File: src/dhm_pkg.sv
package dhm_pkg;

    // ------------------------------------------------------------------
    // host side byte map (bank b of the expanded register file)
    // ------------------------------------------------------------------
    localparam logic [3:0] DHM_OUT_FIRST = 4'h0;   // mbox_out_w0_high .. w3_low
    localparam logic [3:0] DHM_IN_FIRST = 4'h8;    // mbox_in_w0_high .. w3_low
    localparam int DHM_BYTES = 8;
    localparam int DHM_WORDS = 4;

    // host_dsp_control_register fields
    localparam int DHM_CTL_HOST_INTERRUPT_THREE_BIT = 0;
    localparam int DHM_CTL_TOP_BIT = 1;

    // ------------------------------------------------------------------
    // dsp external register indices
    // ------------------------------------------------------------------
    localparam logic [2:0] DHM_EXT_MBOX0 = 3'h0;
    localparam logic [2:0] DHM_EXT_MBOX3 = 3'h3;
    localparam logic [2:0] DHM_EXT_ICR = 3'h4;
    localparam logic [2:0] DHM_EXT_CONV = 3'h5;
    localparam logic [2:0] DHM_EXT_ACR = 3'h6;

    // dsp_interrupt_control_word fields
    localparam int DHM_ICR_IRQ2 = 15;
    localparam int DHM_ICR_IRQ1 = 14;
    localparam int DHM_ICR_IRQ0 = 13;
    localparam int DHM_ICR_MASK2 = 12;
    localparam int DHM_ICR_MASK0 = 10;
    localparam int DHM_ICR_HOST3 = 9;
    localparam int DHM_ICR_GEN = 8;
    localparam int DHM_ICR_IPR_HI = 7;
    localparam int DHM_ICR_IPR_LO = 5;
    localparam int DHM_ICR_CLR2 = 4;
    localparam int DHM_ICR_CLR1 = 3;
    localparam int DHM_ICR_CLR0 = 2;

    // converter data layout
    localparam int DHM_ADC_LSB = 2;
    localparam int DHM_DAC_W = 10;
    localparam int DHM_ADC_W = 8;

    // reset values
    localparam logic [7:0] DHM_BYTE_RST = 8'h00;
    localparam logic [15:0] DHM_WORD_RST = 16'h0000;
    localparam logic [2:0] DHM_IPR_RST = 3'h0;

    // dsp external register request
    typedef struct packed {
        logic [2:0] addr;
        logic rd;
        logic wr;
        logic [15:0] wdata;
    } dhm_dsp_req_t;

    // host register request
    typedef struct packed {
        logic bank_sel;
        logic ctl_sel;
        logic [3:0] addr;
        logic rd;
        logic wr;
        logic [7:0] wdata;
    } dhm_host_req_t;

endpackage
File: src/dhm_mailbox.sv
`timescale 1ns/1ns
module dhm_mailbox
    import dhm_pkg::*;
(
    // clock and reset
    input wire logic clk_sys,
    input wire logic rst,
    // host register port
    input wire dhm_host_req_t host_req,
    output logic [7:0] host_rdata,
    // dsp external register port
    input wire dhm_dsp_req_t dsp_req,
    output logic [15:0] dsp_rdata,
    // converters
    input wire logic [DHM_ADC_W-1:0] adc_result,
    input wire logic adc_done,
    input wire logic dac_tick,
    output logic [DHM_DAC_W-1:0] dac_data,
    output logic dac_load,
    output logic [15:0] analog_control_word,
    // interrupts
    output logic host_interrupt_three,
    output logic [2:0] dsp_int_req
);

    // ------------------------------------------------------------------
    // storage
    // ------------------------------------------------------------------
    logic [7:0] out_reg [DHM_BYTES];
    logic [7:0] in_reg [DHM_BYTES];
    logic host_interrupt_three_flag_reg;
    logic dsp_top_priority_interrupt_reg;
    logic irq1_reg;
    logic irq0_reg;
    logic [2:0] mask_reg;
    logic gen_en_reg;
    logic [2:0] ipr_reg;
    logic [DHM_ADC_W-1:0] adc_reg;

    // decoded strobes
    logic host_out_wr;
    logic host_ctl_wr;
    logic dsp_mbox_hit;
    logic dsp_icr_wr;
    logic [1:0] dsp_word;

    assign host_out_wr = host_req.bank_sel && host_req.wr && !host_req.addr[3];
    assign host_ctl_wr = host_req.ctl_sel && host_req.wr;
    assign dsp_mbox_hit = dsp_req.addr <= DHM_EXT_MBOX3;
    assign dsp_icr_wr = dsp_req.wr && (dsp_req.addr == DHM_EXT_ICR);
    assign dsp_word = dsp_req.addr[1:0];

    // ------------------------------------------------------------------
    // outgoing bytes: host writes and reads back, dsp only reads
    // ------------------------------------------------------------------
    always_ff @(posedge clk_sys)
    begin
        if (rst)
        begin
            for (int i = 0; i < DHM_BYTES; i++)
            begin
                out_reg[i] <= DHM_BYTE_RST;
            end
        end
        else if (host_out_wr)
        begin
            out_reg[host_req.addr[2:0]] <= host_req.wdata;
        end
    end

    // ------------------------------------------------------------------
    // incoming bytes: loaded only by dsp word writes
    // ------------------------------------------------------------------
    always_ff @(posedge clk_sys)
    begin
        if (rst)
        begin
            for (int i = 0; i < DHM_BYTES; i++)
            begin
                in_reg[i] <= DHM_BYTE_RST;
            end
        end
        else if (dsp_req.wr && dsp_mbox_hit)
        begin
            in_reg[{dsp_word, 1'b0}] <= dsp_req.wdata[15:8];
            in_reg[{dsp_word, 1'b1}] <= dsp_req.wdata[7:0];
        end
    end

    // ------------------------------------------------------------------
    // host read path, registered
    // ------------------------------------------------------------------
    always_ff @(posedge clk_sys)
    begin
        if (rst)
        begin
            host_rdata <= DHM_BYTE_RST;
        end
        else if (host_req.rd && host_req.bank_sel)
        begin
            if (host_req.addr[3])
            begin
                host_rdata <= in_reg[host_req.addr[2:0]];
            end
            else
            begin
                host_rdata <= out_reg[host_req.addr[2:0]];
            end
        end
        else if (host_req.rd && host_req.ctl_sel)
        begin
            host_rdata <= {6'b00_0000, dsp_top_priority_interrupt_reg,
                           host_interrupt_three_flag_reg};
        end
        else
        begin
            host_rdata <= DHM_BYTE_RST;
        end
    end

    // ------------------------------------------------------------------
    // host interrupt three: dsp sets, host clears, set wins
    // ------------------------------------------------------------------
    always_ff @(posedge clk_sys)
    begin
        if (rst)
        begin
            host_interrupt_three_flag_reg <= 1'b0;
        end
        else if (dsp_icr_wr && dsp_req.wdata[DHM_ICR_HOST3])
        begin
            host_interrupt_three_flag_reg <= 1'b1;
        end
        else if (host_ctl_wr && host_req.wdata[DHM_CTL_HOST_INTERRUPT_THREE_BIT])
        begin
            host_interrupt_three_flag_reg <= 1'b0;
        end
    end

    // ------------------------------------------------------------------
    // dsp interrupt flags: host and converter sets win over dsp clear
    // ------------------------------------------------------------------
    always_ff @(posedge clk_sys)
    begin
        if (rst)
        begin
            dsp_top_priority_interrupt_reg <= 1'b0;
            irq1_reg <= 1'b0;
            irq0_reg <= 1'b0;
        end
        else
        begin
            if (host_ctl_wr && host_req.wdata[DHM_CTL_TOP_BIT])
            begin
                dsp_top_priority_interrupt_reg <= 1'b1;
            end
            else if (dsp_icr_wr && dsp_req.wdata[DHM_ICR_CLR2])
            begin
                dsp_top_priority_interrupt_reg <= 1'b0;
            end
            if (adc_done)
            begin
                irq1_reg <= 1'b1;
            end
            else if (dsp_icr_wr && dsp_req.wdata[DHM_ICR_CLR1])
            begin
                irq1_reg <= 1'b0;
            end
            if (dac_tick)
            begin
                irq0_reg <= 1'b1;
            end
            else if (dsp_icr_wr && dsp_req.wdata[DHM_ICR_CLR0])
            begin
                irq0_reg <= 1'b0;
            end
        end
    end

    // ------------------------------------------------------------------
    // interrupt control fields written by the dsp only
    // ------------------------------------------------------------------
    always_ff @(posedge clk_sys)
    begin
        if (rst)
        begin
            mask_reg <= 3'b000;
            gen_en_reg <= 1'b0;
            ipr_reg <= DHM_IPR_RST;
        end
        else if (dsp_icr_wr)
        begin
            mask_reg <= dsp_req.wdata[DHM_ICR_MASK2:DHM_ICR_MASK0];
            gen_en_reg <= dsp_req.wdata[DHM_ICR_GEN];
            ipr_reg <= dsp_req.wdata[DHM_ICR_IPR_HI:DHM_ICR_IPR_LO];
        end
    end

    // interrupt lines toward the dsp core and the host
    always_ff @(posedge clk_sys)
    begin
        if (rst)
        begin
            dsp_int_req <= 3'b000;
            host_interrupt_three <= 1'b0;
        end
        else
        begin
            dsp_int_req <= {dsp_top_priority_interrupt_reg, irq1_reg, irq0_reg}
                           & mask_reg & {3{gen_en_reg}};
            host_interrupt_three <= host_interrupt_three_flag_reg;
        end
    end

    // ------------------------------------------------------------------
    // converters and analog control
    // ------------------------------------------------------------------
    always_ff @(posedge clk_sys)
    begin
        if (rst)
        begin
            dac_data <= '0;
            dac_load <= 1'b0;
            adc_reg <= '0;
            analog_control_word <= DHM_WORD_RST;
        end
        else
        begin
            dac_load <= dsp_req.wr && (dsp_req.addr == DHM_EXT_CONV);
            if (dsp_req.wr && (dsp_req.addr == DHM_EXT_CONV))
            begin
                dac_data <= dsp_req.wdata[DHM_DAC_W-1:0];
            end
            if (adc_done)
            begin
                adc_reg <= adc_result;
            end
            if (dsp_req.wr && (dsp_req.addr == DHM_EXT_ACR))
            begin
                analog_control_word <= dsp_req.wdata;
            end
        end
    end

    // ------------------------------------------------------------------
    // dsp read decode, answer on the next edge
    // ------------------------------------------------------------------
    always_ff @(posedge clk_sys)
    begin
        if (rst)
        begin
            dsp_rdata <= DHM_WORD_RST;
        end
        else if (dsp_req.rd)
        begin
            case (dsp_req.addr)
                3'h0, 3'h1, 3'h2, 3'h3:
                begin
                    dsp_rdata <= {out_reg[{dsp_word, 1'b0}],
                                  out_reg[{dsp_word, 1'b1}]};
                end
                DHM_EXT_ICR:
                begin
                    dsp_rdata <= {dsp_top_priority_interrupt_reg, irq1_reg, irq0_reg,
                                  mask_reg, 1'b0, gen_en_reg, ipr_reg, 5'b0_0000};
                end
                DHM_EXT_CONV:
                begin
                    dsp_rdata <= {6'b00_0000, adc_reg, 2'b00};
                end
                DHM_EXT_ACR:
                begin
                    dsp_rdata <= analog_control_word;
                end
                default:
                begin
                    dsp_rdata <= DHM_WORD_RST;
                end
            endcase
        end
        else
        begin
            dsp_rdata <= DHM_WORD_RST;
        end
    end

endmodule

File: config.mk
export PLATFORM = sky130hd
export DESIGN_NAME = dhm_mailbox
export DESIGN_NICKNAME = d
export VERILOG_FILES = /design/src/dhm_pkg.sv /design/src/dhm_mailbox.sv
export SDC_FILE = /design/constraint.sdc
export NUM_CORES = 1
export LEC_CHECK = 0
export BUFFER_PORTS_ARGS = -buffer_cell sky130_fd_sc_hd__buf_2
export CAP_MARGIN = 20
export CORE_ASPECT_RATIO = 0.8
export CORE_UTILIZATION = 58
export DETAILED_ROUTE_END_ITERATION = 8
export HOLD_SLACK_MARGIN = 0.12
export PLACE_DENSITY_LB_ADDON = 0.12
export SLEW_MARGIN = 20
export SYNTH_ARGS = -nofsm -noshare
export SYNTH_HDL_FRONTEND = slang
export SYNTH_SLANG_ARGS = --single-unit
File: constraint.sdc
create_clock -name clk_sys -period 3.4 [get_ports clk_sys]
set_input_delay 0.68 -clock clk_sys [delete_from_list [all_inputs] [get_ports clk_sys]]
set_output_delay 0.68 -clock clk_sys [all_outputs]
set_load 0.02 [all_outputs]
Word level (Yosys, flattened, before mapping). Memory sizes are Yosys's and may differ from the RTL's. Cells that the tools add are included.

Flip-flop bits (word level): 74. RAM bits: 128. Bits of input ports: 49. Output and inout port bits: 55. Logic and storage cells: 82. Memories kept: 2.

Magnitude comparators: 1. Eq/ne operators: 6. Muxes and demuxes: 29. Bitwise gates (word level): 3. Reductions and logical operators: 26.

Memories: in_reg (words 8, width 8, rd ports 1, clocked after Yosys merged registers in 0, write ports 8, RTL line dhm_mailbox.sv:30) `logic [7:0] in_reg [DHM_BYTES];`; out_reg (words 8, width 8, rd ports 3, clocked after Yosys merged registers in 0, write ports 8, RTL line dhm_mailbox.sv:29) `logic [7:0] out_reg [DHM_BYTES];`.

Operators with widths (count): $pmux W16 S4 (1); $mux W8 (5); $reduce_or A8 Y1 (3); $mux W1 (19); $logic_and A1 B1 Y1 (15); $eq A3 B3 Y1 const B (3); $mux W3 (3); $reduce_bool A2 Y1 (4); $and A3 B3 Y3 (2); $eq A3 B2 Y1 const B (2); $reduce_or A4 Y1 (1); $eq A3 B1 Y1 const B (1); $le A3 B2 Y1 const B (1); $logic_not A3 Y1 (1); $mux W2 (1); $reduce_or A2 Y1 (1); $logic_not A1 Y1 (1); $not A1 Y1 (1).

Depth between registers and ports, before layout. Gate-level depths: netlist of the first run.

Depth in word-level cells: 7. Depth in mapped cells: 8. Mapped depth without buffers: 4.

Least setup slack after synthesis of the first run. Ideal clock, no wire load.

Path kind: input to register. Start point: input dsp_req[20] in the netlist's numbering. End point: memory in_reg[6][0], enable pin. Setup time: 0.411 ns. Arrival: 2.308 ns. Data required time: 2.989 ns. Slack: 0.681 ns. Stages on the path: 4. Path buffers: 1. Cell sequence: clkbuf_1 inv_2 nand3_2 o21ai_0.

RTL lines: start: declaration (RTL line dhm_mailbox.sv:12) `input wire dhm_dsp_req_t dsp_req,`; end: declaration (RTL line dhm_mailbox.sv:30).

Final worst setup path of the first run.
Start point: input dsp_req[19] in the netlist's numbering. End point: register analog_control_word[5].

Cells in the longest elaborated chain, start to end: 2.

RTL lines: $eq A3 B3 Y1 (RTL line dhm_mailbox.sv:238) `if (dsp_req.wr && (dsp_req.addr == DHM_EXT_ACR))`; $logic_and A1 B1 Y1 (RTL line dhm_mailbox.sv:238); end signal: assignment (RTL line dhm_mailbox.sv:240) `analog_control_word <= dsp_req.wdata;`; end: declaration (RTL line dhm_mailbox.sv:20) `output logic [15:0] analog_control_word,`.

No other way between the ends. A chain may end at the register's enable or synchronous reset.

==> flow_summary.toml, run 1 <==
[drt]
wl_per_cell_um = 22.32
drt_first_pass_iters = 5
drtIter0Drc = 630
avgViaCountPerCell = 6.014
vias = 6200
wirelength_mm = 23.02
route.detailed.drc = 0
antenna_left = 0

[yosys]
synth_fa_ha_area_frac = 0
synth_cell_types = 40
ys.flop_type = "edfxtp_1"
synth_area_um2 = 8990
synthesis.nets = 746
synth_xor_area_frac = 0
synthSimpleGateAreaFrac = 0.1692
yosysWarnings = 0
synthArstFlopShare = 0
ys_top_cells_by_area = "edfxtp_1 (43%), dfxtp_1 (16%), and2_1 (8.9%)"
synth_top_family_by_area = "simple AND/OR/NAND/NOR gates"
muxShareOfSynthArea = 0.1535
postSynthAreaPerCell_um2 = 12.90
synth_top_area_cell = "edfxtp_1"
yosysTopAreaCellShare = 0.4276
synth_edf_count = 128
ys_ff_latch = 202
syn_inst = 697
ys_seq_area_frac = 0.5923
synth-compound-area-share = 0.05665

[setup_path]
critical_path_buf_inv_count = 2
crit_path_max_incr_delay_ns = 0.55
crit_path_start_kind = "input pin"
slowest_stage = "nand3_1"
crit_chain = "buf_2 -> buf_4 -> nor2b_1 -> nand3_1 -> nand2_1 -> a21oi_1"
rrSetupSlack_ns = 1.89
critPathTopFamily = "simple AND/OR/NAND/NOR gates"
cp_data_arrival_time_ns = 2.59
path_class = "in2reg"
ff2ff_path_depth = 3
crit_path_end_kind = "flop"
critPathMaxFanout = 32
required_ns = 3.75
cp.depth = 6

[grt]
overflow = 0
use_met1 = 0.4383
grtUsageTotal = 0.3007
grt_pass1_wl_mm = 35.33
grt_max_degree = 54
use_met2 = 0.4492
met3_usage = 0.06009
grt_pass1_vias = 6096
busiest_layer = "met2"
antenna_found_initial = 3

[place]
routabilityCongestion = 0.8911
place_inst = 990
hpwl_mm = 16.04
place_ws_ns = 0.7235
io_buffers = 103

[sta]
hold_violations = 0
fin_skew_ns = 0.01443
slew-limit-headroom = 0.3612
min_period_ns = 2.240
fin_setup_tns_ns = 0
hold_ws_ns = 0.4101
rsz0062_at_grt = "false"
worst_pin_slew_ns = 0.9563
finalSetupViolCount = 0
setup_slack_ns = 1.160
fmax_ghz = 0.4463
fin_crit_sh = 0.6590
drv_slew = 0

[finish]
drive_above_1_share = 0.2531
layout.nets = 852
fillerInstances = 1087
finalNonFillerCells = 1031
final_cell_mix = "and2_1 (128), edfxtp_1 (128), buf_2 (103)"
area.growth.synth_to_final_pct = 15.12

[die]
die_area_um2 = 16010
rows = 40
boundaryPins = 104
die_h_um = 113.4
initial_utilization = 0.5968
core_um2 = 15060
dieWidth_um = 141.2

[clock_network]
cts.hold.buffers_added = 0
clock-root-buffer = "clkbuf_16"
cts.sinks = 202
post_cts_buffers = 0
numCtsBuffers = 21
clock_latency_ns = 0.50
cts-resized-gates = 0
clkSlewWorstSetupHoldPaths_ns = 0.06
cts_tree = "done"
htree_levels = 1
clockBufferDepth = 3

[min_path]
hp-class = "in2reg"
min_delay_path_depth = 3

[pwr]
ir_drop_v = 0.0004582
finalPower_w = 0.005424
p_leak_nw = 3.993
powerDensity_nw_per_um2 = 524.2

[status]
status = "complete, no violations"

[flow_run]
maxCapViolCount = 0
==> layout make-up <==
cell class                      instances  area, um^2  area share
Sequential cell                       202        5325      0.5146
Timing Repair Buffer                  124       685.7     0.06626
Inverter                                3       11.26    0.001088
Clock inverter                         10       92.59    0.008947
Antenna cell                            3       7.507   0.0007254
Multi-Input combinational cell        451        3411      0.3296
Clock buffer                           28       553.0     0.05344
Tap cell                              210       262.8     0.02539
==> routing by layer <==
metal	part of all wire	wire (um)
met4	0.034	776
met5	0	0
met3	0.093	2131
met1	0.43	9817
met2	0.45	10290
==> cell usage after synthesis, types with 8 or more instances <==
master    count
and2_1      128
edfxtp_1    128
nand2_1      87
dfxtp_1      74
a21oi_1      41
nor2_1       35
mux4_2       33
mux2i_1      28
clkbuf_1     16
buf_2        14
mux4_1       11
o21ai_0       9
o22ai_1       8
==> power by group <==
group,internal (W),switching [W]
logic,0.000197,0.000289
clock network,0.00123,0.000930
registers,0.00272,0.0000516
total,0.00415,0.00127
==> metrics by stage <==
step	area, um^2	utilization
after floorplan	8990	-
after global placement	9696	0.6436
after detailed placement	9696	0.6436
after CTS	10340	0.6865
after global routing	10350	0.6868
final	10350	0.6870
==> cells by family after synthesis <==
group	count (synthesis)
compound gates	83
buf+inv	44
flops	202
mux	78
simple gates	290
==> final timing paths <==
| path | from | end |
|---|---|---|
| worst max-delay path | dsp_req[19] | analog_control_word[5] |
| worst min-delay path | dac_tick | irq0_reg |
| worst max register to register | out_reg[2][6] | host_rdata[6] |
| worst min register to register | dac_data[2] | dac_data[2] |
==> worst reg2reg max path, cell delays in order, from the launching register on <==
cell	delay, ns
edfxtp_1	0.40
mux4_1	0.58
mux2i_1	0.27
o22ai_1	0.14
Note: power is estimated with default switching activity, not from simulation.
==> inputs of run 2 (changes only) <==
clock period = 2.08 ns   (was 3.4 ns; I/O delays follow)
==> run 2 against run 1 <==
Against the previous run:
- global-route usage grew 0.57 points
- die area is the same
- non-clock buffer count increased by 20
- clock skew is 0.0036 ns higher
- critical path depth fell by 3
- critical path type is now reg2reg
- largest cell class unchanged
- wire length rose by 3.1%
- register-to-register slack got worse by 1.3 ns
==> flow_summary.toml, run 2 (synthesis results as in run 1) <==
[status]
status = "complete, no violations"

[sta]
drv_slew = 0
setup_slack_ns = 0.5447
slew-limit-headroom = 0.6447
min_period_ns = 1.535
fin_skew_ns = 0.01806
fin_setup_tns_ns = 0
rsz0062_at_grt = "false"
hold_violations = 0
worst_pin_slew_ns = 0.5329
fmax_ghz = 0.6513
fin_crit_sh = 0.7381
finalSetupViolCount = 0

[die]
core_um2 = 15060
dieWidth_um = 141.2
die_area_um2 = 16010
die_h_um = 113.4
rows = 40
initial_utilization = 0.5968
boundaryPins = 104

[pwr]
p_int_w = 0.006762
p_leak_nw = 4.115
ir_drop_v = 0.0006146
powerDensity_nw_per_um2 = 839.0
combinationalPowerShare = 0.094
switching_share = 0.2349
p_switching_w = 0.002076
p_clk_frac = 0.392
power_frac_seq = 0.514

[setup_path]
path_class = "reg2reg"
critPathMaxFanout = 2
rrSetupSlack_ns = 0.54
slowest_stage = "mux4_1"
crit_path_start_kind = "flop"
crit_chain = "mux4_1 -> mux2i_1 -> o22ai_1"
crit_path_end_kind = "flop"
critical_path_buf_inv_count = 0
critPathTopFamily = "multiplexers"
worstReg2RegStart = "out_reg[0][6]"
cp_data_arrival_time_ns = 1.89
crit_path_max_incr_delay_ns = 0.55
cp-startpoint = "out_reg[0][6]"
required_ns = 2.44

[min_path]
hp-start = "dac_tick"
hp-class = "in2reg"

[drt]
avgViaCountPerCell = 5.969
wl_per_cell_um = 22.64
antenna_left = 0
drtIter0Drc = 532
vias = 6256
route.detailed.drc = 0
wirelength_mm = 23.73
drt_first_pass_iters = 5

[finish]
final_cell_mix = "and2_1 (128), edfxtp_1 (128), buf_2 (103)"
fillerInstances = 1009
multiInputGateArea_um2 = 3411
regArea_um2 = 5325
layout.nets = 872
drive_above_1_share = 0.2733
area.growth.synth_to_final_pct = 17.18
antennaDiodeCount = 0

[grt]
grtUsageTotal = 0.3064
antenna_found_initial = 0
overflow = 0
grt_max_degree = 46
grt_pass1_vias = 6117
grt_pass1_wl_mm = 35.68

[clock_network]
cts_tree = "done"
htree_levels = 1
cts-resized-gates = 0
clock_latency_ns = 0.50
cts.hold.buffers_added = 0
cts.sinks = 202
clockBufferDepth = 3
clock-root-buffer = "clkbuf_16"
clkSlewWorstSetupHoldPaths_ns = 0.06
post_cts_buffers = 0
numCtsBuffers = 21

[place]
routabilityCongestion = 0.8737
io_buffers = 103
hpwl_mm = 16.80
place_ws_ns = 0.09143

[flow_run]
maxCapViolCount = 0
## run 2: metal layers
| metal | wire, um | part of all wire | global-route usage | vias up |
|---|---|---|---|---|
| met1 | 9846 | 0.42 | 0.4319 | 3073 |
| met3 | 2541 | 0.11 | 0.07406 | 35 |
| met2 | 10770 | 0.45 | 0.4739 | 345 |
| met4 | 568 | 0.024 | 0.09493 | 0 |
| li1 | - | - | - | 2803 |
| met5 | 0 | 0 | 0 | - |
## run 2: final timing paths
path                    to  cells past startpoint
max          host_rdata[6]                      3
min reg2reg    dac_data[4]                      2
max reg2reg  host_rdata[6]                      3
min               irq0_reg                      3
## run 2: power groups by stage
stage	Clock [W]	Combinational (W)	Sequential, W
floorplan	0	0.000461	0.00462
global placement	0	0.000796	0.00461
detailed placement	0	0.000815	0.00462
CTS	0.00349	0.000821	0.00454
global route	0.00364	0.000880	0.00456
finish	0.00346	0.000828	0.00455
## run 2: metrics by stage
stage                       util  hold WS (ns)  instance area [um^2]  std cells  total power (W)
final                     0.6993        0.1321                 10530       1048         0.008838
after global routing      0.6993        0.1379                 10530       1048         0.009077
after CTS                 0.6993        0.1270                 10530       1048         0.008851
after detailed placement  0.6569        0.4466                  9896       1010         0.005440
after global placement    0.6569        0.4407                  9896       1010         0.005409
after floorplan                -        0.4357                  8990        697         0.005079
## run 2: layout make-up
cell class,count,area share
Inverter,3,0.001069
Multi-Input combinational cell,451,0.3238
Sequential cell,202,0.5055
Tap cell,210,0.02494
Clock inverter,12,0.006058
Clock buffer,26,0.05452
Timing Repair Buffer,144,0.08410
## run 2: worst reg2reg max path, stage by stage (launching register included)
cell	delay, ns
edfxtp_1	0.39
mux4_1	0.56
mux2i_1	0.31
o22ai_1	0.14
